<file path="src/logic/rcs_pkg.sv">
// Shared constants, encodings and the state record of the receiver control section.
package rcs_pkg;

  // ****************************************************************
  // Clock and display timing
  // ****************************************************************
  localparam int CLK_MHZ = 200;          // Core clock rate in MHz.
  localparam int SLOT_MS = 2;            // Normal on-time of one digit, in ms.
  localparam int FRAME_MS = 16;          // Refresh frame length, in ms.
  localparam int INTENS_MS = 6;          // On-time of the intensified digit, in ms.
  localparam int SLOT_CYC_DEF = SLOT_MS * CLK_MHZ * 1000;  // Cycles per slot.
  localparam int SLOTS_PER_FRAME = FRAME_MS / SLOT_MS;     // Slots in one frame.
  localparam int INTENS_SLOTS = INTENS_MS / SLOT_MS;       // Slots the bright digit gets.
  localparam int NUM_GROUPS = 3;         // Display groups.
  localparam int DIGITS = 6;             // Digits per group.
  localparam int SEGS = 8;               // Segments per digit.
  localparam int DISP_BITS = NUM_GROUPS * DIGITS * SEGS;

  // ****************************************************************
  // Controller timing and tuning limits
  // ****************************************************************
  localparam int POLL_US = 10;                          // Remote poll interval, in us.
  localparam int POLL_CYC = POLL_US * CLK_MHZ;          // Cycles per poll.
  localparam int SER_HALF_NS = 20;                      // Serial clock half period, in ns.
  localparam int SER_HALF_CYC = SER_HALF_NS * CLK_MHZ / 1000;
  localparam int SER_BITS = 32;                         // Bits per synthesizer word.
  localparam logic [23:0] FREQ_MAX = 24'h2dc6c0;        // 30 MHz in 10 Hz steps.
  localparam logic [23:0] FREQ_MIN = 24'h0001f4;        // 5 kHz in 10 Hz steps.
  localparam logic [23:0] FREQ_DEF = 24'h0f4240;        // 10 MHz, used on a blank store.
  localparam logic [23:0] FREQ_STEP = 24'h000001;       // One knob detent.

  // ****************************************************************
  // Channel store and keypad codes
  // ****************************************************************
  localparam int NUM_CHANNELS = 100;                    // Stored channels.
  localparam int MEM_DEPTH = NUM_CHANNELS + 1;          // Plus the last-state slot.
  localparam logic [6:0] SAVE_ADDR = 7'h64;             // Last-state slot address.
  localparam logic [3:0] KEY_STORE = 4'ha;              // Key code: store channel.
  localparam logic [3:0] KEY_RECALL = 4'hb;             // Key code: recall channel.
  localparam logic [3:0] KEY_DIGITS = 4'ha;             // Codes below this are digits.
  localparam logic [6:0] CHAN_RADIX = 7'h0a;            // Decimal channel entry.

  // ****************************************************************
  // State encodings
  // ****************************************************************
  typedef enum logic [1:0] {
    AH_IDLE = 2'b00,
    AH_READY = 2'b01,
    AH_ACCEPT = 2'b10
  } rcs_ah_state_type;

  typedef enum logic [2:0] {
    CS_BOOT = 3'b000,
    CS_BOOT_WAIT = 3'b001,
    CS_BOOT_LOAD = 3'b010,
    CS_RUN = 3'b011,
    CS_SAVE_WAIT = 3'b100,
    CS_SAVE_CMP = 3'b101,
    CS_RCL_WAIT = 3'b110,
    CS_RCL_LOAD = 3'b111
  } rcs_ctl_state_type;

  typedef struct packed {
    logic [19:0] slot_cnt;
    logic [2:0] slot;
    logic [5:0] dig;
    logic [23:0] seg;
    logic par_prev;
    logic [31:0] par_lat;
    logic par_new;
    rcs_ah_state_type ah;
    logic nrfd_oe;
    logic ndac_oe;
    logic [1:0] ieee_ptr;
    logic [31:0] ieee_lat;
    logic ieee_new;
    rcs_ctl_state_type ctl;
    logic [23:0] freq;
    logic [7:0] setg;
    logic [6:0] chan;
    logic [11:0] poll;
    logic pf_prev;
    logic pf_pend;
    logic ready;
    logic mem_re;
    logic mem_we;
    logic [6:0] mem_addr;
    logic [31:0] mem_wdata;
    logic ser_pend;
    logic ser_busy;
    logic ser_clk;
    logic ser_load;
    logic [5:0] ser_bit;
    logic [2:0] ser_div;
    logic [31:0] ser_sr;
    logic [7:0] ctl_o;
  } rcs_state_type;

endpackage : rcs_pkg

</file>
<file path="src/logic/rcs_top.sv">
// Receiver control section: display scan, remote latches, handshake, channel store, synth feed.
`timescale 1ns/1ps
// Notes on behaviour
// Three groups, six digits, eight segments each.
// Normal digit lit 2 ms per 16 ms.
// Intensified digit lit 6 ms per frame.
// Parallel latch only on select code match.
// Parallel latching paced by bus alone.
// Controller reads latches on own timing.
// IEEE handshake runs without stalling controller.
// IEEE values held in readable ports.
// Store holds up to 100 channels.
// Save state on power loss, restore after.
// Write store only when contents differ.
// Serial synth data plus parallel control outputs.
// Keypad and knob sampled through input ports.
// Synth shift register takes serial word.
// Fixed repeating 2 ms slot scan order.
module rcs_top #(
  parameter int SLOT_CYCLES = rcs_pkg::SLOT_CYC_DEF  // Cycles per display slot.
) (
  // Clock and reset.
  input wire logic mclk_in,
  input wire logic rst_b_in,
  // Display contents and intensification.
  input wire logic [rcs_pkg::DISP_BITS-1:0] disp_data_in,
  input wire logic intens_en_in,
  input wire logic [1:0] intens_grp_in,
  input wire logic [2:0] intens_pos_in,
  // Display drive.
  output logic [5:0] dig_sel_out,
  output logic [23:0] seg_out,
  // Parallel remote bus.
  input wire logic par_stb_in,
  input wire logic [4:0] par_sel_in,
  input wire logic [1:0] par_addr_in,
  input wire logic [7:0] par_data_in,
  input wire logic [4:0] jumper_sel_in,
  // IEEE-488 acceptor lines, low true.
  input wire logic dav_b_in,
  input wire logic atn_b_in,
  input wire logic [7:0] dio_b_in,
  output logic nrfd_o_out,
  output logic nrfd_oe_out,
  output logic ndac_o_out,
  output logic ndac_oe_out,
  // Remote selection.
  input wire logic remote_en_in,
  input wire logic remote_src_in,
  // Panel inputs.
  input wire logic key_valid_in,
  input wire logic [3:0] key_code_in,
  input wire logic knob_up_in,
  input wire logic knob_dn_in,
  input wire logic pwr_fail_in,
  // Synthesizer serial feed and module controls.
  output logic syn_clk_out,
  output logic syn_data_out,
  output logic syn_load_out,
  output logic [7:0] ctl_out,
  // Status.
  output logic [23:0] freq_out,
  output logic [6:0] chan_out,
  output logic ready_out
);
  import rcs_pkg::*;

  rcs_state_type s_reg;     // Whole state of the block.
  rcs_state_type s_next;    // Next value of the state.
  logic [31:0] mem_rdata;   // Registered read data from the store.
  logic [23:0] seg_mux;     // Segment pattern chosen for the current slot.
  logic spare_slot;         // Slot past the six digit positions.
  logic par_hit;            // Parallel strobe edge with matching select code.

  assign spare_slot = (s_reg.slot >= 3'(DIGITS));
  assign par_hit = par_stb_in && !s_reg.par_prev && (par_sel_in == jumper_sel_in);

  // ****************************************************************
  // Channel store
  // ****************************************************************
  rcs_channel_mem u_mem (
    .mclk_in(mclk_in),
    .re_in(s_reg.mem_re),
    .we_in(s_reg.mem_we),
    .addr_in(s_reg.mem_addr),
    .wdata_in(s_reg.mem_wdata),
    .rdata_out(mem_rdata)
  );

  // ****************************************************************
  // Segment selection, one slice per display group
  // ****************************************************************
  // In a spare slot only the intensified group lights, so one digit gains the time.
  genvar g;
  generate
    for (g = 0; g < NUM_GROUPS; g++) begin : g_grp
      assign seg_mux[g*SEGS +: SEGS] = !spare_slot ?
          disp_data_in[(g*DIGITS + int'(s_reg.slot))*SEGS +: SEGS] :
          (intens_en_in && intens_grp_in == 2'(g) && intens_pos_in < 3'(DIGITS)) ?
          disp_data_in[(g*DIGITS + int'(intens_pos_in))*SEGS +: SEGS] : 8'h00;
    end
  endgenerate

  // ****************************************************************
  // Next-state logic
  // ****************************************************************
  always_comb begin
    s_next = s_reg;
    s_next.mem_re = 1'b0;
    s_next.mem_we = 1'b0;
    s_next.ser_load = 1'b0;

    // Display scan: fixed slot order, six digit slots then spare slots.
    if (s_reg.slot_cnt == 20'(SLOT_CYCLES - 1)) begin
      s_next.slot_cnt = 20'h00000;
      s_next.slot = (s_reg.slot == 3'(SLOTS_PER_FRAME - 1)) ? 3'h0 : s_reg.slot + 3'h1;
    end else begin
      s_next.slot_cnt = s_reg.slot_cnt + 20'h00001;
    end
    if (!spare_slot) begin
      s_next.dig = 6'h01 << s_reg.slot;
    end else if (intens_en_in && intens_pos_in < 3'(DIGITS)) begin
      s_next.dig = 6'h01 << intens_pos_in;
    end else begin
      s_next.dig = 6'h00;
    end
    s_next.seg = seg_mux;

    // Remote poll timer and power-fail edge; a pending save waits for the controller.
    s_next.poll = (s_reg.poll == 12'(POLL_CYC - 1)) ? 12'h000 : s_reg.poll + 12'h001;
    s_next.pf_prev = pwr_fail_in;

    // Serial feed: a word leaves MSB first, then a one-cycle load strobe.
    if (s_reg.ser_busy) begin
      if (s_reg.ser_div == 3'(SER_HALF_CYC - 1)) begin
        s_next.ser_div = 3'h0;
        if (!s_reg.ser_clk) begin
          s_next.ser_clk = 1'b1;
        end else begin
          s_next.ser_clk = 1'b0;
          if (s_reg.ser_bit == 6'(SER_BITS - 1)) begin
            s_next.ser_busy = 1'b0;
            s_next.ser_load = 1'b1;
          end else begin
            s_next.ser_bit = s_reg.ser_bit + 6'h01;
            s_next.ser_sr = {s_reg.ser_sr[30:0], 1'b0};
          end
        end
      end else begin
        s_next.ser_div = s_reg.ser_div + 3'h1;
      end
    end else if (s_reg.ser_pend) begin
      s_next.ser_busy = 1'b1;
      s_next.ser_pend = 1'b0;
      s_next.ser_bit = 6'h00;
      s_next.ser_div = 3'h0;
      s_next.ser_sr = {s_reg.freq, s_reg.setg};
    end

    // Central controller.
    unique case (s_reg.ctl)
      CS_BOOT: begin
        s_next.mem_re = 1'b1;
        s_next.mem_addr = SAVE_ADDR;
        s_next.ctl = CS_BOOT_WAIT;
      end
      CS_BOOT_WAIT, CS_RCL_WAIT: begin
        // The store answers one cycle after its registered read strobe.
        s_next.ctl = (s_reg.ctl == CS_BOOT_WAIT) ? CS_BOOT_LOAD : CS_RCL_LOAD;
      end
      CS_BOOT_LOAD, CS_RCL_LOAD: begin
        // At boot a blank or corrupt word falls back to a safe default tuning; on recall it leaves the current tuning.
        if (mem_rdata[31:8] <= FREQ_MAX && mem_rdata[31:8] >= FREQ_MIN) begin
          s_next.freq = mem_rdata[31:8];
          s_next.setg = mem_rdata[7:0];
        end else if (s_reg.ctl == CS_BOOT_LOAD) begin
          s_next.freq = FREQ_DEF;
          s_next.setg = 8'h00;
        end
        s_next.ser_pend = 1'b1;
        s_next.ready = 1'b1;
        s_next.ctl = CS_RUN;
      end
      CS_RUN: begin
        if (s_reg.pf_pend) begin
          s_next.pf_pend = 1'b0;
          s_next.mem_re = 1'b1;
          s_next.mem_addr = SAVE_ADDR;
          s_next.ctl = CS_SAVE_WAIT;
        end else if (key_valid_in && key_code_in == KEY_STORE) begin
          s_next.mem_re = 1'b1;
          s_next.mem_addr = s_reg.chan;
          s_next.ctl = CS_SAVE_WAIT;
        end else if (key_valid_in && key_code_in == KEY_RECALL) begin
          s_next.mem_re = 1'b1;
          s_next.mem_addr = s_reg.chan;
          s_next.ctl = CS_RCL_WAIT;
        end else if (key_valid_in && key_code_in < KEY_DIGITS) begin
          // Two-digit decimal entry keeps the channel number below one hundred.
          s_next.chan = 7'((s_reg.chan % CHAN_RADIX) * CHAN_RADIX) + {3'h0, key_code_in};
        end else if (s_reg.poll == 12'h000 && remote_en_in && !remote_src_in && s_reg.par_new) begin
          s_next.freq = s_reg.par_lat[31:8];
          s_next.setg = s_reg.par_lat[7:0];
          s_next.par_new = 1'b0;
          s_next.ser_pend = 1'b1;
        end else if (s_reg.poll == 12'h000 && remote_en_in && remote_src_in && s_reg.ieee_new) begin
          s_next.freq = s_reg.ieee_lat[31:8];
          s_next.setg = s_reg.ieee_lat[7:0];
          s_next.ieee_new = 1'b0;
          s_next.ser_pend = 1'b1;
        end else if (knob_up_in && s_reg.freq < FREQ_MAX) begin
          s_next.freq = s_reg.freq + FREQ_STEP;
          s_next.ser_pend = 1'b1;
        end else if (knob_dn_in && s_reg.freq > FREQ_MIN) begin
          s_next.freq = s_reg.freq - FREQ_STEP;
          s_next.ser_pend = 1'b1;
        end
      end
      CS_SAVE_WAIT: begin
        s_next.ctl = CS_SAVE_CMP;
      end
      CS_SAVE_CMP: begin
        // Each write wears the part, so an unchanged word is not rewritten.
        // A word that reads back unknown counts as changed and is written.
        if (mem_rdata == {s_reg.freq, s_reg.setg}) begin
          s_next.mem_we = 1'b0;
        end else begin
          s_next.mem_we = 1'b1;
          s_next.mem_wdata = {s_reg.freq, s_reg.setg};
        end
        s_next.ctl = CS_RUN;
      end
    endcase
    if (pwr_fail_in && !s_reg.pf_prev) begin
      s_next.pf_pend = 1'b1;
    end
    s_next.ctl_o = s_reg.setg;

    // Parallel latches: set here, after the controller, so a capture beats a clear.
    s_next.par_prev = par_stb_in;
    if (par_hit) begin
      s_next.par_lat[(3 - int'(par_addr_in))*8 +: 8] = par_data_in;
      s_next.par_new = 1'b1;
    end

    // IEEE-488 acceptor handshake, independent of the controller state.
    unique case (s_reg.ah)
      AH_IDLE: begin
        s_next.nrfd_oe = 1'b0;
        s_next.ndac_oe = 1'b1;
        s_next.ah = AH_READY;
      end
      AH_READY: begin
        if (!dav_b_in) begin
          if (!atn_b_in) begin
            s_next.ieee_ptr = ~dio_b_in[1:0];
          end else begin
            s_next.ieee_lat[(3 - int'(s_reg.ieee_ptr))*8 +: 8] = ~dio_b_in;
            s_next.ieee_ptr = s_reg.ieee_ptr + 2'h1;
            s_next.ieee_new = 1'b1;
          end
          s_next.nrfd_oe = 1'b1;
          s_next.ndac_oe = 1'b0;
          s_next.ah = AH_ACCEPT;
        end
      end
      AH_ACCEPT: begin
        if (dav_b_in) begin
          s_next.ndac_oe = 1'b1;
          s_next.nrfd_oe = 1'b0;
          s_next.ah = AH_READY;
        end
      end
      default: begin
        s_next.ah = AH_IDLE;
      end
    endcase
  end

  // ****************************************************************
  // State register
  // ****************************************************************
  always_ff @(posedge mclk_in or negedge rst_b_in) begin
    if (!rst_b_in) begin
      s_reg <= '0;
    end else begin
      s_reg <= s_next;
    end
  end

  // Outputs come straight from the state register; open-drain lines only pull low.
  assign dig_sel_out = s_reg.dig;
  assign seg_out = s_reg.seg;
  assign nrfd_o_out = s_reg.par_prev & 1'b0;
  assign nrfd_oe_out = s_reg.nrfd_oe;
  assign ndac_o_out = s_reg.par_prev & 1'b0;
  assign ndac_oe_out = s_reg.ndac_oe;
  assign syn_clk_out = s_reg.ser_clk;
  assign syn_data_out = s_reg.ser_sr[31];
  assign syn_load_out = s_reg.ser_load;
  assign ctl_out = s_reg.ctl_o;
  assign freq_out = s_reg.freq;
  assign chan_out = s_reg.chan;
  assign ready_out = s_reg.ready;
endmodule : rcs_top

</file>
<file path="src/logic/rcs_channel_mem.sv">
// Channel and last-state store with a registered read port.
`timescale 1ns/1ps
module rcs_channel_mem (
  // Clock.
  input wire logic mclk_in,
  // Access port.
  input wire logic re_in,
  input wire logic we_in,
  input wire logic [6:0] addr_in,
  input wire logic [31:0] wdata_in,
  // Read data, valid the cycle after re_in.
  output logic [31:0] rdata_out
);
  import rcs_pkg::*;

  // Storage stands for the non-volatile parts, so it has no reset.
  logic [31:0] mem [MEM_DEPTH];

  // ****************************************************************
  // Single port: a write and a read are never issued together.
  // ****************************************************************
  always_ff @(posedge mclk_in) begin
    if (we_in) begin
      mem[addr_in] <= wdata_in;
    end
    if (re_in) begin
      rdata_out <= mem[addr_in];
    end
  end

endmodule : rcs_channel_mem

</file>
<file path="config.mk">
export PLATFORM = sky130hd
export DESIGN_NAME = rcs_top
export DESIGN_NICKNAME = d
export VERILOG_FILES = /design/src/logic/rcs_pkg.sv /design/src/logic/rcs_top.sv /design/src/logic/rcs_channel_mem.sv
export SDC_FILE = /design/constraint.sdc
export NUM_CORES = 2
export LEC_CHECK = 0
export BUFFER_PORTS_ARGS = -buffer_cell sky130_fd_sc_hd__clkbuf_2
export CAP_MARGIN = 25
export CELL_PAD_IN_SITES_DETAIL_PLACEMENT = 0
export CELL_PAD_IN_SITES_GLOBAL_PLACEMENT = 2
export CORE_ASPECT_RATIO = 1.5
export CORE_MARGIN = 1
export CORE_UTILIZATION = 51
export CTS_CLUSTER_SIZE = 16
export DETAILED_ROUTE_END_ITERATION = 10
export PLACE_DENSITY = 0.82
export SLEW_MARGIN = 10
export SYNTH_ARGS = -nofsm -noshare
export SYNTH_HDL_FRONTEND = slang
export SYNTH_SLANG_ARGS = --single-unit
</file>
<file path="constraint.sdc">
create_clock -name mclk_in -period 16.71 [get_ports mclk_in]
set_input_delay 0 -clock mclk_in [delete_from_list [all_inputs] [get_ports mclk_in]]
set_output_delay 0 -clock mclk_in [all_outputs]
set_load 0.05 [all_outputs]
</file>
==> summary.txt <==
Synth cell count leaders: edfxtp_1 (3,264), a22oi_1 (927), nor2_1 (333)
Core ar.: 264,200 µm²
Syn. warnings: 0
Die W: 423.1 µm
Max-slew headroom: 14.85%
Post-synthesis compound-gate area fraction: 13.10%
Post-layout worst setup margin: 10.85 ns
Num CTS Buffers: 320
Aggregate negative setup slack: 0 ns
Vias in the first global route: 80,540
Sequential area share after synthesis: 77.35%
Post-layout nets: 8,788
Post-CTS setup buffers: 0
Synth Area per Inst: 16.84 µm²
PwrDens: 166.9 nW/µm²
Max reg flops: 3,232
Tmin final: 5.865 ns
Worst-Skew Late Latency: 0.90 ns
Floorplan row count: 231
Routed wire length: 447,500 µm
Max incr delay on CP: 0.76 ns
Final worst-path cycle share: 35.10%
Dominant cells by area after synthesis: edfxtp_1 (72%), a22oi_1 (5.1%), dfrtp_1 (5.1%)
Mux contribution to synthesized area: 2.802%
CTS root buf: clkbuf_16
Final Max Slew Viols: 0
Share of post-route cells with drive strength above 1: 15.39%
Worst reg-to-reg setup slack: 10.85 ns
Die height: 633.7 µm
Critical path's slowest cell: dfrtp_4
Final setup viols: 0
H-tree depth: 5
Dominant cell by count in the synthesized netlist: edfxtp_1
Initial Utilization: 51.36%
Post-synth EDFFs: 3,264
Port Buffers: 267
Design Area, Final: 154,400 µm²
Final Hold Vio Count: 0
Synth top area share: 72.25%
Placed insts: 11,540
Status: finished, final reports clean
Layout area overhead: 13.84%
Routed Antenna Nets: 0
Largest family of logic cells by synthesized area: compound AO/OA/AOI/OAI gates
Maximum clock insertion buffer count: 4
Crit-path cells: buf_4 -> nand2_1 -> nor2_4 -> buf_4 -> buf_4 -> buf_4 -> buf_4 -> a22oi_1 -> nand4_1 -> o21ai_0 -> o211a_1 -> o311ai_0
Post-Synth Simple-Gate Area: 3.490%
Count of different cell masters after synthesis: 84
Largest net degree at the start of global routing: 103
DP Area: 142,700 µm²
Flops & latches, synth: 3,541
CP Launch Type: register
Residual DRC: 0
Worst Hold Class: input pin to register
Area leader, netlist: edfxtp_1
Synthesized-area fraction occupied by adder cells: 0.5312%
# clock sinks: 3,541
Router iterations before antenna repair: 8
Worst EP arrival: 6.50 ns
Grt ovf: 0
Peak supply drop: 0.2182 mV
WS Path Type: register to register
Cell Count, Final, Fillers Out: 12,300
Maxcap violations: 0
Clk_skew: 0.07161 ns
GRT Util Overall: 32.68%
Cell area after synthesis: 135,700 µm²
Utilization after layout: 58.46%
I/O pins: 270
First-pass GRT wire length: 621,000 µm
Global placer's final weighted congestion: 0.9078
Cells after synthesis: 8,058
Asr flop ratio synth: 7.823%
CTS tree: done
Initial antenna violation count: 30
Crit path max fanout: 52
Most frequent cell on the critical path: buf_4
Wire per inst: 36.38 µm
Clock slew at the register clock pins of the worst setup and hold paths: 0.07 ns
DP Worst Slack: 10.93 ns
Fillers: 19,640
Full die area: 268,100 µm²
Unrepaired setup endpoints after global routing: no
DRC violation total after the first TritonRoute iteration: 12,110
Crit. End Element: register
Data required, critical path: 17.35 ns
Fmax: 170.5 MHz
Leakage: 0.04976 µW
Via density: 6.796
Primary FF master, synth: edfxtp_1
Post-synthesis xor/xnor area fraction: 0.5358%
Via count: 83,580
Detail Placement HPWL: 262,100 µm
Least-Margin Pin Slew: 1.277 ns
## cells in the final DEF, fill, tap and decap left out, types with 25 or more instances in the layout
master / instances
a221oi_1: 313
inv_1: 58
clkinv_1: 63
nor2_4: 98
nand4_1: 157
diode_2: 25
a31oi_1: 209
buf_12: 25
nor3_1: 33
a22oi_1: 927
mux4_2: 57
ha_1: 52
clkbuf_1: 66
a21oi_1: 198
a22o_1: 272
o211ai_1: 47
buf_4: 281
nand3_1: 53
dfrtp_1: 238
dfrtp_4: 37
o221ai_1: 30
clkinv_2: 42
mux2i_1: 184
edfxtp_1: 3264
clkbuf_16: 325
xnor2_1: 61
clkbuf_2: 265
o21ai_0: 175
o31ai_1: 37
dlygate4sd3_1: 165
nand2_1: 270
o22ai_1: 35
mux2_2: 60
nor2_1: 232
## final timing paths
| path | start | endpoint | depth (start not counted) |
|---|---|---|---|
| min in group asynchronous | rst_b_in | s_reg[223]$_DFF_PN0_ | 4 |
| max in group asynchronous | rst_b_in | s_reg[254]$_DFFE_PN0N_ | 4 |
| setup / recovery | s_reg[86]$_DFFE_PN0P_ | u_mem.rdata_out[27]$_DFFE_PP_ | 12 |
| setup reg to reg | s_reg[86]$_DFFE_PN0P_ | u_mem.rdata_out[27]$_DFFE_PP_ | 12 |
| hold reg to reg | s_reg[96]$_DFF_PN0_ | s_reg[95]$_DFFE_PN0P_ | 1 |
| hold / removal | par_sel_in[4] | s_reg[199]$_DFFE_PN0P_ | 6 |
## metrics by stage
stage | power (µW) | hold WS, ns
6_report | 25780 | 0.03423
5_1_grt | 26360 | 0.06173
4_1_cts | 25660 | 0.005374
3_5_place_dp | 18580 | 0.09211
3_3_place_gp | 18430 | 0.09505
2_1_floorplan | 15240 | -0.2956
## critical path: cells and delay by family (launching register included)
family          cells  cell delay, ns
compound gates      4            1.25
simple gates        3            0.54
buf+inv             5            2.96
flops               1            0.76
## logic make-up after synthesis
family,count (synthesis)
fa+ha+maj,56
buf+inv,663
xor+xnor,83
flops,3541
mux,301
compound gates,2412
other cells,1
simple gates,1001
## metal layers
metal | GRT usage (%) | vias to the layer above | share of wire, %
met5 | 0 | - | 0.019
met4 | 22.92 | 12 | 8.2
met2 | 52.87 | 5515 | 48
li1 | - | 34100 | -
met1 | 40.32 | 42930 | 34
met3 | 5.244 | 1021 | 9.6
## where the power goes
part	internal (µW)	leakage, µW	switching [µW]
combinational	1990	0.0116	4950
sequential	10800	0.0334	819
clock	3960	0.00482	3210
total	16800	0.0498	8970
## layout make-up
cell class              instances  area, µm²  area share (%)
repair buffers                761       5988           3.877
inverters                      61      229.0          0.1483
clock buffers                 399       8478           5.490
well taps                    3495       4373           2.831
diodes                         25      62.56         0.04051
clock inverters               161       1431          0.9268
multi-input cells            3855      28790           18.64
flip-flops and latches       3541     105100           68.04
## timing repair
action	CTS	global route
hold buffers	166	0
endpoints found under the setup margin	0	0
gates resized for setup	0	0
endpoints found under the hold margin	256	0
(Power assumes the default switching activity.)
